<file path="src/inc/qwa_pkg.sv">
// Constants and carrier types for the quad wiper block
package qwa_pkg;
   // ----
   // Sizes
   // ----
   localparam int unsigned CHANNELS   = 4;
   localparam int unsigned CODE_W     = 8;
   localparam int unsigned CTRL_W     = 4;
   localparam int unsigned ADDR_W     = 4;
   localparam int unsigned CH_W       = 2;
   localparam int unsigned TAP_W      = 9;

   // ----
   // Address field positions
   // ----
   localparam int unsigned ADDR_BCAST = 3;
   localparam int unsigned ADDR_SEG   = 2;
   localparam int unsigned ADDR_CHHI  = 1;
   localparam int unsigned ADDR_CHLO  = 0;

   // ----
   // Control register field positions and reset value
   // ----
   localparam int unsigned CTL_WP     = 0;
   localparam int unsigned CTL_NVPE   = 1;
   localparam int unsigned CTL_GAIN   = 2;
   localparam int unsigned CTL_BURST  = 3;
   localparam logic [CTRL_W-1:0] CTRL_RESET = 4'h3;

   // ----
   // Code range limits per resolution
   // ----
   localparam logic [CODE_W-1:0] MAX_CODE_128 = 8'h7f;
   localparam logic [CODE_W-1:0] MAX_CODE_256 = 8'hff;
   localparam logic [CODE_W-1:0] CODE_ZERO    = 8'h00;

   // ----
   // Commands presented by the serial front end
   // ----
   typedef enum logic [3:0] {
      QWA_CMD_NOP       = 4'h0,
      QWA_CMD_WR_INPUT  = 4'h1,
      QWA_CMD_WR_WIPER  = 4'h2,
      QWA_CMD_COPY_IN   = 4'h3,
      QWA_CMD_NV_STORE  = 4'h4,
      QWA_CMD_NV_RECALL = 4'h5,
      QWA_CMD_NV_WRITE  = 4'h6,
      QWA_CMD_SCALE     = 4'h7,
      QWA_CMD_SHUTDOWN  = 4'h8,
      QWA_CMD_WR_CTRL   = 4'h9,
      QWA_CMD_SW_RESET  = 4'ha
   } qwa_cmd_e;

   // Request carried from the serial front end
   typedef struct packed {
      qwa_cmd_e            cmd;
      logic [ADDR_W-1:0]   addr;
      logic [CODE_W-1:0]   data;
   } qwa_req_s;

   // Per-channel tap outputs
   typedef struct packed {
      logic [TAP_W-1:0]    wb_tap;
      logic [TAP_W-1:0]    aw_tap;
   } qwa_tap_s;

   // Preset sequencer states
   typedef enum logic [1:0] {
      QWA_ST_PRESET = 2'b00,
      QWA_ST_RUN    = 2'b01
   } qwa_state_e;
endpackage : qwa_pkg

</file>
<file path="src/rtl/qwa_addr_dec.sv">
// Address decoder: command address bits to per-channel register selects
`timescale 1ns/10ps
module qwa_addr_dec #(
   parameter int unsigned CHANNELS = qwa_pkg::CHANNELS
) (
   input  wire logic [qwa_pkg::ADDR_W-1:0] addr,
   input  wire logic                       gain_mode_select,
   output logic      [CHANNELS-1:0]        sel_wb,
   output logic      [CHANNELS-1:0]        sel_aw,
   output logic                            nv_addr_ok
);
   logic broadcast_addr_bit;
   logic segment_select_addr_bit;
   logic [qwa_pkg::CH_W-1:0] chan;

   assign broadcast_addr_bit      = addr[qwa_pkg::ADDR_BCAST];
   assign segment_select_addr_bit = addr[qwa_pkg::ADDR_SEG];
   assign chan = {addr[qwa_pkg::ADDR_CHHI], addr[qwa_pkg::ADDR_CHLO]};

   // ----
   // Per-channel selects
   // ----
   for (genvar i = 0; i < CHANNELS; i++) begin : g_sel
      always_comb begin
         if (broadcast_addr_bit) begin
            sel_wb[i] = 1'b1;                                  // RQ12
            sel_aw[i] = gain_mode_select;                      // RQ12
         end else if (chan == qwa_pkg::CH_W'(i)) begin
            // Segment bit picks the A-side code only in gain mode
            sel_wb[i] = !segment_select_addr_bit;              // RQ1 RQ2
            sel_aw[i] = segment_select_addr_bit && gain_mode_select; // RQ2
         end else begin
            sel_wb[i] = 1'b0;
            sel_aw[i] = 1'b0;
         end
      end
   end

   // Store and recall reach only single wiper-to-B registers
   assign nv_addr_ok = !broadcast_addr_bit && !segment_select_addr_bit; // RQ12
endmodule : qwa_addr_dec

</file>
<file path="src/rtl/qwa_tap_map.sv">
// Tap mapping: wiper codes to wiper-to-B and A-to-wiper tap positions
`timescale 1ns/10ps
module qwa_tap_map #(
   parameter int unsigned CODE_BITS = 8
) (
   input  wire logic [qwa_pkg::CODE_W-1:0] wb_code,
   input  wire logic [qwa_pkg::CODE_W-1:0] aw_code,
   input  wire logic                       gain_mode_select,
   input  wire logic                       top_scale,
   input  wire logic                       bottom_scale,
   output qwa_pkg::qwa_tap_s               tap
);
   localparam logic [qwa_pkg::TAP_W-1:0] FULL = qwa_pkg::TAP_W'(1 << CODE_BITS);
   localparam logic [qwa_pkg::CODE_W-1:0] MASK = qwa_pkg::CODE_W'((1 << CODE_BITS) - 1);

   logic [qwa_pkg::TAP_W-1:0] wb_lin;
   logic [qwa_pkg::TAP_W-1:0] aw_lin;

   // Codes above the part's range are masked to its width
   assign wb_lin = {1'b0, wb_code & MASK};                     // RQ7 RQ8
   assign aw_lin = {1'b0, aw_code & MASK};                     // RQ7

   // ----
   // Segment selection with extra scale positions
   // ----
   always_comb begin
      if (top_scale) begin
         tap.wb_tap = FULL;
         tap.aw_tap = FULL - 9'h001;                           // RQ11
      end else if (bottom_scale) begin
         tap.wb_tap = '0;
         tap.aw_tap = FULL;
      end else begin
         tap.wb_tap = wb_lin;                                  // RQ8
         if (gain_mode_select) begin
            tap.aw_tap = aw_lin;                               // RQ10
         end else begin
            tap.aw_tap = FULL - wb_lin;                        // RQ9
         end
      end
   end
endmodule : qwa_tap_map

</file>
<file path="src/rtl/qwa_wiper_ctrl.sv">
// Quad wiper address and control: code registers, control register, preset
`timescale 1ns/10ps
// Behaviour
// [RQ1] Potentiometer mode: low bits pick channel wiper
// [RQ2] Gain mode: segment bit picks B or A code
// [RQ3] Write protect clear freezes wipers at stored; code reloads only wiper-to-B, gain A-side and scale positions hold
// [RQ4] Program enable clear refuses nonvolatile writes
// [RQ5] Mode bit: potentiometer default, gain optional
// [RQ6] Burst enable survives stop and repeated start
// [RQ7] Seven or eight bit code picks tap
// [RQ8] Wiper-to-B tap rises linearly with code
// [RQ9] Potentiometer A-side is code complement
// [RQ10] Gain mode A-side follows own register
// [RQ11] Extra top, bottom scale; top one shorter
// [RQ12] Broadcast writes all; invalid for store/recall
// [RQ13] Preset loads wipers from stored values
// [RQ14] Shutdown data one enters, zero exits
module qwa_wiper_ctrl #(
   parameter int unsigned CHANNELS  = qwa_pkg::CHANNELS,
   parameter int unsigned CODE_BITS = 8
) (
   input  wire logic                       clk_sys,
   input  wire logic                       nrst,
   input  wire logic                       clk_en,
   input  wire logic                       req_valid,
   input  qwa_pkg::qwa_req_s               req,
   input  wire logic                       bus_stop,
   output logic                            req_refused,
   output logic      [qwa_pkg::CTRL_W-1:0] device_control,
   output logic                            burst_active,
   output logic                            shutdown,
   output logic                            preset_busy,
   output logic      [qwa_pkg::CODE_W-1:0] nv_code   [CHANNELS],
   output qwa_pkg::qwa_tap_s               tap       [CHANNELS]
);
   // ----
   // State
   // ----
   logic [qwa_pkg::CODE_W-1:0] wb_q [CHANNELS];
   logic [qwa_pkg::CODE_W-1:0] wb_d [CHANNELS];
   logic [qwa_pkg::CODE_W-1:0] aw_q [CHANNELS];
   logic [qwa_pkg::CODE_W-1:0] aw_d [CHANNELS];
   logic [qwa_pkg::CODE_W-1:0] in_q [CHANNELS];
   logic [qwa_pkg::CODE_W-1:0] in_d [CHANNELS];
   logic [qwa_pkg::CODE_W-1:0] nv_q [CHANNELS];
   logic [qwa_pkg::CODE_W-1:0] nv_d [CHANNELS];
   logic [CHANNELS-1:0]        top_q;
   logic [CHANNELS-1:0]        top_d;
   logic [CHANNELS-1:0]        bot_q;
   logic [CHANNELS-1:0]        bot_d;
   logic [qwa_pkg::CTRL_W-1:0] ctrl_q;
   logic [qwa_pkg::CTRL_W-1:0] ctrl_d;
   logic                       burst_q;
   logic                       burst_d;
   logic                       shdn_q;
   logic                       shdn_d;
   logic                       refused_q;
   logic                       refused_d;
   qwa_pkg::qwa_state_e        state_q;
   qwa_pkg::qwa_state_e        state_d;

   // Decoder outputs and field views
   logic [CHANNELS-1:0]        sel_wb;
   logic [CHANNELS-1:0]        sel_aw;
   logic                       nv_addr_ok;
   logic [qwa_pkg::CH_W-1:0]   chan;
   logic                       wiper_write_protect;
   logic                       nv_program_enable;
   logic                       gain_mode_select;
   logic                       i2c_burst_enable;
   logic                       take;

   // ----
   // Field views
   // ----
   assign wiper_write_protect = ctrl_q[qwa_pkg::CTL_WP];
   assign nv_program_enable   = ctrl_q[qwa_pkg::CTL_NVPE];
   assign gain_mode_select    = ctrl_q[qwa_pkg::CTL_GAIN];   // RQ5
   assign i2c_burst_enable    = ctrl_q[qwa_pkg::CTL_BURST];
   // Channel for store, write, recall
   assign chan = {req.addr[qwa_pkg::ADDR_CHHI], req.addr[qwa_pkg::ADDR_CHLO]};
   // Words during preset are dropped
   assign take = req_valid && (state_q == qwa_pkg::QWA_ST_RUN);

   // ----
   // Address decode
   // ----
   // Protect and program-enable gating stays here, not in decoder
   qwa_addr_dec #(
      .CHANNELS         (CHANNELS)
   ) i_qwa_addr_dec (
      .addr             (req.addr),
      .gain_mode_select (gain_mode_select),
      .sel_wb           (sel_wb),
      .sel_aw           (sel_aw),
      .nv_addr_ok       (nv_addr_ok)
   );

   // ----
   // Control, burst, shutdown, preset and refusal next state
   // ----
   always_comb begin
      ctrl_d    = ctrl_q;
      burst_d   = burst_q;
      shdn_d    = shdn_q;
      state_d   = state_q;
      refused_d = 1'b0;
      unique case (state_q)
         qwa_pkg::QWA_ST_PRESET: begin
            state_d = qwa_pkg::QWA_ST_RUN;                     // RQ13
         end
         qwa_pkg::QWA_ST_RUN: begin
            // Stop or repeated start ends a burst unless burst is enabled
            // Enable clear leaves burst set till stop
            if (bus_stop && !i2c_burst_enable) begin
               burst_d = 1'b0;                                 // RQ6
            end else if (i2c_burst_enable) begin
               burst_d = 1'b1;                                 // RQ6
            end
            if (take) begin
               unique case (req.cmd)
                  qwa_pkg::QWA_CMD_WR_CTRL: begin
                     ctrl_d = req.data[qwa_pkg::CTRL_W-1:0];
                  end
                  qwa_pkg::QWA_CMD_SHUTDOWN: begin
                     shdn_d = req.data[0];                     // RQ14
                  end
                  qwa_pkg::QWA_CMD_SW_RESET: begin
                     state_d = qwa_pkg::QWA_ST_PRESET;
                  end
                  qwa_pkg::QWA_CMD_WR_WIPER,
                  qwa_pkg::QWA_CMD_COPY_IN,
                  qwa_pkg::QWA_CMD_SCALE: begin
                     refused_d = !wiper_write_protect;         // RQ3
                  end
                  qwa_pkg::QWA_CMD_NV_STORE,
                  qwa_pkg::QWA_CMD_NV_WRITE: begin
                     refused_d = !nv_program_enable || !nv_addr_ok; // RQ4 RQ12
                  end
                  qwa_pkg::QWA_CMD_NV_RECALL: begin
                     refused_d = !nv_addr_ok;                  // RQ12
                  end
                  default: begin
                     refused_d = 1'b0;
                  end
               endcase
            end
         end
         default: begin
            state_d = qwa_pkg::QWA_ST_PRESET;
         end
      endcase
   end

   // ----
   // Per-channel code registers
   // ----
   // One register set per channel
   for (genvar i = 0; i < CHANNELS; i++) begin : g_ch
      logic own;
      assign own = (chan == qwa_pkg::CH_W'(i));

      always_comb begin
         wb_d[i]  = wb_q[i];
         aw_d[i]  = aw_q[i];
         in_d[i]  = in_q[i];
         nv_d[i]  = nv_q[i];
         top_d[i] = top_q[i];
         bot_d[i] = bot_q[i];
         if (state_q == qwa_pkg::QWA_ST_PRESET) begin
            // Preset restores stored codes and clears the scale positions
            wb_d[i]  = nv_q[i];                                // RQ13
            aw_d[i]  = nv_q[i];                                // RQ13
            top_d[i] = 1'b0;
            bot_d[i] = 1'b0;
         end else if (!wiper_write_protect) begin
            // Reloaded each cycle while clear
            wb_d[i] = nv_q[i];                                 // RQ3
         end
         if (take) begin
            unique case (req.cmd)
               qwa_pkg::QWA_CMD_WR_INPUT: begin
                  if (sel_wb[i] || sel_aw[i]) begin
                     in_d[i] = req.data;                       // RQ12
                  end
               end
               qwa_pkg::QWA_CMD_WR_WIPER,
               qwa_pkg::QWA_CMD_COPY_IN: begin
                  if (wiper_write_protect) begin               // RQ3
                     if (sel_wb[i]) begin
                        wb_d[i] = (req.cmd == qwa_pkg::QWA_CMD_COPY_IN) ? in_q[i]
                                                                        : req.data;
                     end
                     if (sel_aw[i]) begin
                        aw_d[i] = (req.cmd == qwa_pkg::QWA_CMD_COPY_IN) ? in_q[i]
                                                                        : req.data; // RQ10
                     end
                  end
               end
               qwa_pkg::QWA_CMD_SCALE: begin
                  if (wiper_write_protect && (sel_wb[i] || sel_aw[i])) begin
                     // Data bit 7 picks top, bit 0 enters or exits
                     if (req.data[qwa_pkg::CODE_W-1]) begin
                        top_d[i] = req.data[0];                // RQ11
                     end else begin
                        bot_d[i] = req.data[0];                // RQ11
                     end
                  end
               end
               qwa_pkg::QWA_CMD_NV_STORE: begin
                  if (nv_program_enable && nv_addr_ok && own) begin
                     nv_d[i] = wb_q[i];                        // RQ4
                  end
               end
               qwa_pkg::QWA_CMD_NV_WRITE: begin
                  if (nv_program_enable && nv_addr_ok && own) begin
                     nv_d[i] = req.data;                       // RQ4
                  end
               end
               qwa_pkg::QWA_CMD_NV_RECALL: begin
                  if (nv_addr_ok && own) begin
                     wb_d[i] = nv_q[i];                        // RQ12
                  end
               end
               default: begin
                  // Other commands leave codes alone
               end
            endcase
         end
      end

      // ----
      // Per-channel flip-flops
      // ----
      // Reset clears it, as blank storage would
      always_ff @(posedge clk_sys) begin
         if (!nrst) begin
            nv_q[i] <= qwa_pkg::CODE_ZERO;
         end else if (clk_en) begin
            nv_q[i] <= nv_d[i];
         end
      end

      always_ff @(posedge clk_sys) begin
         if (!nrst) begin
            wb_q[i]  <= qwa_pkg::CODE_ZERO;
            aw_q[i]  <= qwa_pkg::CODE_ZERO;
            in_q[i]  <= qwa_pkg::CODE_ZERO;
            top_q[i] <= 1'b0;
            bot_q[i] <= 1'b0;
         end else if (clk_en) begin
            wb_q[i]  <= wb_d[i];
            aw_q[i]  <= aw_d[i];
            in_q[i]  <= in_d[i];
            top_q[i] <= top_d[i];
            bot_q[i] <= bot_d[i];
         end
      end

      // ----
      // Tap decode
      // ----
      qwa_tap_map #(
         .CODE_BITS        (CODE_BITS)
      ) i_qwa_tap_map (
         .wb_code          (wb_q[i]),
         .aw_code          (aw_q[i]),
         .gain_mode_select (gain_mode_select),
         .top_scale        (top_q[i]),
         .bottom_scale     (bot_q[i]),
         .tap              (tap[i])                            // RQ7
      );

      assign nv_code[i] = nv_q[i];
   end

   // ----
   // Control state registers
   // ----
   // Comes up write and program enabled
   always_ff @(posedge clk_sys) begin
      if (!nrst) begin
         ctrl_q    <= qwa_pkg::CTRL_RESET;                     // RQ3 RQ4 RQ5 RQ6
         burst_q   <= 1'b0;
         shdn_q    <= 1'b0;
         refused_q <= 1'b0;
         state_q   <= qwa_pkg::QWA_ST_PRESET;                  // RQ13
      end else if (clk_en) begin
         ctrl_q    <= ctrl_d;
         burst_q   <= burst_d;
         shdn_q    <= shdn_d;
         refused_q <= refused_d;
         state_q   <= state_d;
      end
   end

   // Outputs straight from flip-flops; preset_busy decoded from state_q
   assign device_control = ctrl_q;
   assign burst_active   = burst_q;
   assign shutdown       = shdn_q;
   assign req_refused    = refused_q;
   assign preset_busy    = (state_q == qwa_pkg::QWA_ST_PRESET);
endmodule : qwa_wiper_ctrl

</file>
<file path="config.mk">
export PLATFORM = sky130hd
export DESIGN_NAME = qwa_wiper_ctrl
export DESIGN_NICKNAME = d
export VERILOG_FILES = /design/src/inc/qwa_pkg.sv /design/src/rtl/qwa_addr_dec.sv /design/src/rtl/qwa_tap_map.sv /design/src/rtl/qwa_wiper_ctrl.sv
export SDC_FILE = /design/constraint.sdc
export NUM_CORES = 1
export LEC_CHECK = 0
export BUFFER_PORTS_ARGS = -buffer_cell sky130_fd_sc_hd__buf_2
export CAP_MARGIN = 20
export CORE_ASPECT_RATIO = 1.75
export CORE_MARGIN = 5
export CORE_UTILIZATION = 32
export CTS_BUF_LIST = sky130_fd_sc_hd__clkbuf_16
export DETAILED_ROUTE_END_ITERATION = 8
export HOLD_SLACK_MARGIN = 0.12
export PLACE_DENSITY = 0.47
export REMOVE_ABC_BUFFERS = 1
export SETUP_SLACK_MARGIN = 0.3
export SYNTH_ARGS = -nofsm -noshare
export SYNTH_HDL_FRONTEND = slang
export SYNTH_SLANG_ARGS = --single-unit
</file>
<file path="constraint.sdc">
create_clock -name clk_sys -period 3.36 [get_ports clk_sys]
set_clock_uncertainty 0.15 [all_clocks]
set_input_delay 0.672 -clock clk_sys [delete_from_list [all_inputs] [get_ports clk_sys]]
set_output_delay 0.672 -clock clk_sys [all_outputs]
set_load 0.05 [all_outputs]
</file>
==> results of run 1 <==
==> through the flow <==
step           worst slack (ns)  area (sq um)  utilization (%)  setup TNS (ns)  hold slack (ns)
3_3_place_gp              0.504         10700             35.6               0            0.315
2_1_floorplan            -0.525          9220                -          -12.27            0.422
5_1_grt                   0.256         11600             38.5               0            0.364
4_1_cts                   0.288         11500             38.1               0            0.335
6_report                  0.378         11600             38.5               0            0.335
3_5_place_dp              0.496         10700             35.6               0            0.319
==> state kept, by name, summed over array words and instances (netlist names), 4 cells and up <==
signal / cells
aw_q: 32
top_q: 4
in_q: 32
wb_q: 32
nv_q: 32
device_control: 4
bot_q: 4
==> power groups by stage <==
stage	clock (mW)	combinational, mW	sequential [mW]
after floorplan	0	0.830	2.26
after global placement	0	1.29	2.22
after detailed placement	0	1.30	2.22
after CTS	1.96	1.35	2.17
after global routing	2.03	1.46	2.18
final	1.94	1.37	2.17
==> synth_stat cells (9+ instances only) <==
| cell type | n |
|---|---|
| a21oi_1 | 81 |
| a221o_1 | 9 |
| mux2i_1 | 85 |
| edfxtp_1 | 128 |
| inv_1 | 17 |
| o21bai_1 | 20 |
| a211oi_1 | 31 |
| and2_1 | 25 |
| mux2_2 | 31 |
| nor2b_1 | 21 |
| dfxtp_1 | 16 |
| nor3_1 | 50 |
| nand3_1 | 13 |
| xor2_1 | 10 |
| a31oi_1 | 40 |
| buf_2 | 27 |
| xnor2_1 | 11 |
| o21ai_0 | 31 |
| clkbuf_1 | 38 |
| buf_6 | 11 |
| nand2_1 | 102 |
| a211o_1 | 32 |
| nor2_1 | 58 |
==> layer usage <==
layer	routed length, um	share of wire (%)
met1	15600	40
met2	20100	51
met3	1770	4.5
met4	1780	4.5
met5	0	0
==> area by class of cell <==
class / count / area (sq um) / share of cell area (%)
Clock buffer: 17 / 425 / 3.67
Clock inverter: 15 / 153 / 1.32
Inverter: 17 / 63.8 / 0.551
Multi-Input combinational cell: 754 / 5090 / 44.0
Sequential cell: 144 / 4170 / 36.0
Tap cell: 387 / 484 / 4.18
Timing Repair Buffer: 199 / 1190 / 10.3
==> repair_timing <==
item / CTS / global route
hold endpoints to repair: 0 / 0
resized for setup: 10 / 17
buffers inserted: 19 / 6
pin swaps: 0 / 1
endpoints found under the setup margin: 22 / 16
==> worst max-delay path, delay by kind of cell (launching register included) <==
kind / cells / cell delay (ns)
xor gates and xnor gates: 1 / 0.07
and+or+nand+nor: 2 / 0.70
buffers and inverters: 1 / 0.22
DFF: 1 / 0.42
AOI/OAI and AO/OA: 1 / 0.31
==> how the worst max path moves through the flow <==
stage,from,to,slack (ns)
floorplan,state_q[0],bot_q[2],-0.52
finish,wb_q[1][5],tap[42],0.38
global route,wb_q[1][0],tap[40],0.26
CTS,wb_q[0][5],tap[61],0.29
detailed placement,req[13],aw_q[1][1],0.50
global placement,req[13],aw_q[0][0],0.50
==> logic make-up (layout without fill, tap and decap cells) <==
logic type      count (synthesis)  count (layout)  share of synthesized area, %
xor+xnor                       21              21                          1.89
mux                           116             116                          12.4
flops                         144             144                          42.9
compound gates                277             277                          19.0
buf+inv                       107             248                          5.68
fa+ha+maj                       4               4                         0.516
simple gates                  336             336                          17.7
==> impl_metrics.py, run 1 <==
metrics = {
    "floorplan": {
        "start_util_pct": 32.3,
        "coreArea_sq_um": 30100,
        "fp.dieW_um": 142,
        "io_pins": 133,
        "fp.dieH_um": 240,
        "rows": 84,
        "die-area_sq_um": 34100,
    },
    "timing": {
        "final_hold_viol_count": 0,
        "slew_headroom_pct": 46.2,
        "finalCritPeriodShare_pct": 88.8,
        "setup_viol": 0,
        "max_freq_mhz": 335,
        "fin_crit_ns": 2.98,
        "slew_violations": 0,
        "worst_pin_slew_ns": 0.805,
        "grt_setup_unrepaired": "yes",
    },
    "grt": {
        "grtUsageMet3_pct": 3.50,
        "grt-busiest-layer": "met2",
        "antenna_found_initial": 0,
        "met1_usage_pct": 28.0,
        "grtUsageTotal_pct": 23.0,
        "grtUsageMet2_pct": 39.6,
        "grt_pass1_wl_um": 57400,
        "grt_pass1_vias": 8718,
        "grt_max_degree": 39,
        "grt-ovfl-total": 0,
    },
    "clock_tree": {
        "clock_latency_ns": 0.45,
        "cts.path.max_buffers": 2,
        "cts.sinks": 144,
        "cts_hold_buf": 0,
        "cts_tree": "built",
        "clkTransAtPathRegs_ns": 0.06,
        "ctsHtreeMaxLevel": 4,
        "root_buffer": "clkbuf_16",
        "cts_buffers": 17,
    },
    "place": {
        "gp_congestion": 0.919,
        "dp_hpwl_um": 27100,
        "port_buffers": 132,
        "dp.cells": 1476,
    },
    "yosys": {
        "netlist_top_cells_area": "edfxtp_1 (40%), mux2i_1 (8.8%), a21oi_1 (4.2%), nand2_1 (3.9%), mux2_2 (3.6%)",
        "postSynthCellCount": 1005,
        "ys_ff_latch": 144,
        "ys_seq_area_share_pct": 42.9,
        "ys_types": 58,
        "synthArstFlopShare_pct": 0,
        "yosysTopAreaCell": "edfxtp_1",
        "yosysWarnings": 0,
        "synth_edf_count": 128,
        "synthFlopType": "edfxtp_1",
        "avgSynthCellArea_sq_um": 9.66,
        "syn_area_sq_um": 9710,
        "yosysTopAreaCellShare_pct": 39.6,
    },
    "worst_hold_path": {
        "min_from": "req_refused",
        "whs_path_depth": 1,
        "hp-class": "flop to flop",
        "hold_end": "req_refused",
    },
    "critical_path": {
        "arrival_ns": 2.16,
        "cpMaxStageDelayCell": "or4_4",
        "criticalPathCategory": "flop to output port",
        "rrSetupSlack_ns": 0.91,
        "worstReg2RegEnd": "in_q[2][5]",
        "cpPeakStageDelay_ns": 0.59,
        "r2r_cells": 6,
        "crit_fanout": 3,
        "critPathLaunchType": "flop",
        "r2r-start": "state_q[0]",
        "setup.worst_path.end_class": "output port",
        "critical_path.cell_chain": "or4_4 > nor2_2 > xnor2_1 > a221o_1 > clkbuf_4",
        "crit_required_ns": 2.54,
    },
    "job": {
        "maxCapViolCount": 0,
    },
    "power_and_ir_drop": {
        "ir_worst_vdd_mv": 0.345,
        "leakage_nw": 4.87,
        "total_power_mw": 5.48,
        "power_frac_seq_pct": 39.6,
        "power.switching_mw": 1.86,
        "pwr-share-comb_pct": 25.0,
        "swShare_pct": 33.9,
        "power_density_nw_per_um2": 473,
        "pwr-share-clk_pct": 35.5,
        "p_int_mw": 3.62,
    },
    "layout": {
        "fin_nets": 1158,
        "fin_cells": 1533,
        "mostFrequentLayoutCell": "edfxtp_1",
        "layout-drive-gt1-share_pct": 25.7,
        "area_growth_pct": 19.3,
        "layout_common_cells": "edfxtp_1 (128), buf_2 (125), nand2_1 (100)",
        "n_antenna_cell": 0,
        "fill_cells": 3157,
    },
    "drt": {
        "drtIter0Drc": 717,
        "antenna_left": 0,
        "finalWirelength_um": 39300,
        "vias_per_cell": 5.72,
        "remaining_drc_errors": 0,
        "dr.pass1.iters": 5,
        "via_count": 8765,
        "wire_per_inst_um": 25.6,
    },
    "status": {
        "status": "finished clean",
    },
}
Note: power is estimated with default switching activity, not from simulation.
==> run 2, diff against run 1 <==
PLACE_DENSITY = not set   (was 0.47)
==> run 2 against run 1 <==
  * Hold slack better by 0.0072 ns
  * Cell count is 0.46% lower
  * Critical path depth stayed put
  * Via count is 2.0% higher
  * Wire length is 6.2% lower
  * Largest power group unchanged
  * Highest routed layer unchanged
  * Sequential share of layout area is 0.12 points higher
==> impl_metrics.py, run 2 (synthesis results as in run 1) <==
metrics = {
    "timing": {
        "setup_viol": 0,
        "slew_violations": 0,
        "setup_ws_ns": 0.358,
        "worst_pin_slew_ns": 0.876,
        "max_freq_mhz": 333,
        "final_hold_viol_count": 0,
        "grt_setup_unrepaired": "yes",
        "finalCritPeriodShare_pct": 89.4,
        "holdWs_ns": 0.343,
        "fin_crit_ns": 3.00,
        "slew_headroom_pct": 41.5,
    },
    "clock_tree": {
        "cts_hold_buf": 0,
        "root_buffer": "clkbuf_16",
        "cts_tree": "built",
        "ctsHtreeMaxLevel": 4,
        "cts.sinks": 144,
        "cts.path.max_buffers": 2,
        "clock_latency_ns": 0.44,
        "clkTransAtPathRegs_ns": 0.06,
        "cts_buffers": 17,
    },
    "layout": {
        "layout-drive-gt1-share_pct": 24.5,
        "utilization_pct": 38.4,
        "fin_nets": 1150,
        "regArea_sq_um": 4170,
        "finalInstanceArea_sq_um": 11500,
        "layout_common_cells": "edfxtp_1 (128), buf_2 (124), nand2_1 (100)",
        "area_growth_pct": 18.9,
        "fill_cells": 3056,
        "multi_input_area_sq_um": 5050,
        "mostFrequentLayoutCell": "edfxtp_1",
    },
    "place": {
        "placed_area_sq_um": 10700,
        "dp_hpwl_um": 25300,
        "gp_congestion": 0.924,
        "port_buffers": 132,
        "dpl_worst_slack_ns": 0.554,
    },
    "power_and_ir_drop": {
        "total_power_mw": 5.44,
        "ir_worst_vdd_mv": 0.246,
        "power_density_nw_per_um2": 471,
        "leakage_nw": 4.86,
    },
    "floorplan": {
        "coreArea_sq_um": 30100,
        "rows": 84,
        "start_util_pct": 32.3,
        "fp.dieH_um": 240,
        "fp.dieW_um": 142,
        "die-area_sq_um": 34100,
        "io_pins": 133,
    },
    "drt": {
        "wire_per_inst_um": 24.2,
        "remaining_drc_errors": 0,
        "antenna_left": 0,
        "finalWirelength_um": 36900,
        "via_count": 8943,
        "drtIter0Drc": 845,
        "dr.pass1.iters": 5,
        "vias_per_cell": 5.86,
    },
    "grt": {
        "grt_pass1_wl_um": 53500,
        "grt_max_degree": 66,
        "grtUsageTotal_pct": 21.1,
        "grt_pass1_vias": 8669,
        "antenna_found_initial": 0,
        "grt-ovfl-total": 0,
    },
    "job": {
        "maxCapViolCount": 0,
    },
    "critical_path": {
        "setup.worst_path.end_class": "output port",
        "cpMaxStageDelayCell": "or4_4",
        "arrival_ns": 2.18,
        "crit_fanout": 3,
        "critPathLaunchType": "flop",
        "critical_path.cell_chain": "or4_4 > nor2_1 > xnor2_1 > a221o_1 > clkbuf_4",
        "critPathBufInv": 1,
        "cpPeakStageDelay_ns": 0.57,
        "path_delay_family": "simple AND/OR/NAND/NOR gates",
        "crit_required_ns": 2.54,
        "criticalPathCategory": "flop to output port",
    },
    "worst_hold_path": {
        "hp-class": "flop to flop",
    },
    "status": {
        "status": "finished clean",
    },
}
-- run 2: worst register-to-register path: stages (launching register included) --
cell	delay (ns)
dfxtp_1	0.66
nand4_2	0.39
a211oi_4	0.72
o21ai_0	0.19
a31oi_1	0.21
-- run 2: path summary, 6_finish.rpt --
| path | to | cells after the start | startpoint | slack, ns |
|---|---|---|---|---|
| max reg2reg | aw_q[1][5] | 4 | device_control[0] | 0.88 |
| min reg2reg | req_refused | 1 | req_refused | 0.34 |
| min | req_refused | 1 | req_refused | 0.34 |
| max | tap[24] | 5 | wb_q[2][5] | 0.36 |
-- run 2: layer usage --
| metal | routed length (um) | global-route usage [%] | vias up |
|---|---|---|---|
| met2 | 18300 | 35.9 | 456 |
| li1 | - | - | 4011 |
| met4 | 2590 | 13.7 | 0 |
| met5 | 0 | 0 | - |
| met1 | 13500 | 24.3 | 4352 |
| met3 | 2540 | 3.44 | 124 |
-- run 2: stage by stage --
step | TNS [ns] | instances
floorplan | -12.27 | 915
global placement | 0 | 1467
detailed placement | 0 | 1467
CTS | 0 | 1511
global route | 0 | 1525
finish | 0 | 1526
-- run 2: cell type report --
type,instances,area share (%)
well taps,387,4.20
diodes,1,0.0217
multi-input cells,754,43.8
clock buffers,17,3.69
inverters,17,0.564
clock inverters,15,1.32
flip-flops and latches,144,36.1
repair buffers,191,10.3
-- run 2: timing repair --
action,CTS,global route
endpoints found under the setup margin,13,15
resized for setup,6,13
buffers inserted,12,14
-- run 2: report_power, final --
part | internal (mW) | switching (mW)
Clock | 1.15 | 0.764
Sequential | 2.06 | 0.110
Combinational | 0.409 | 0.942
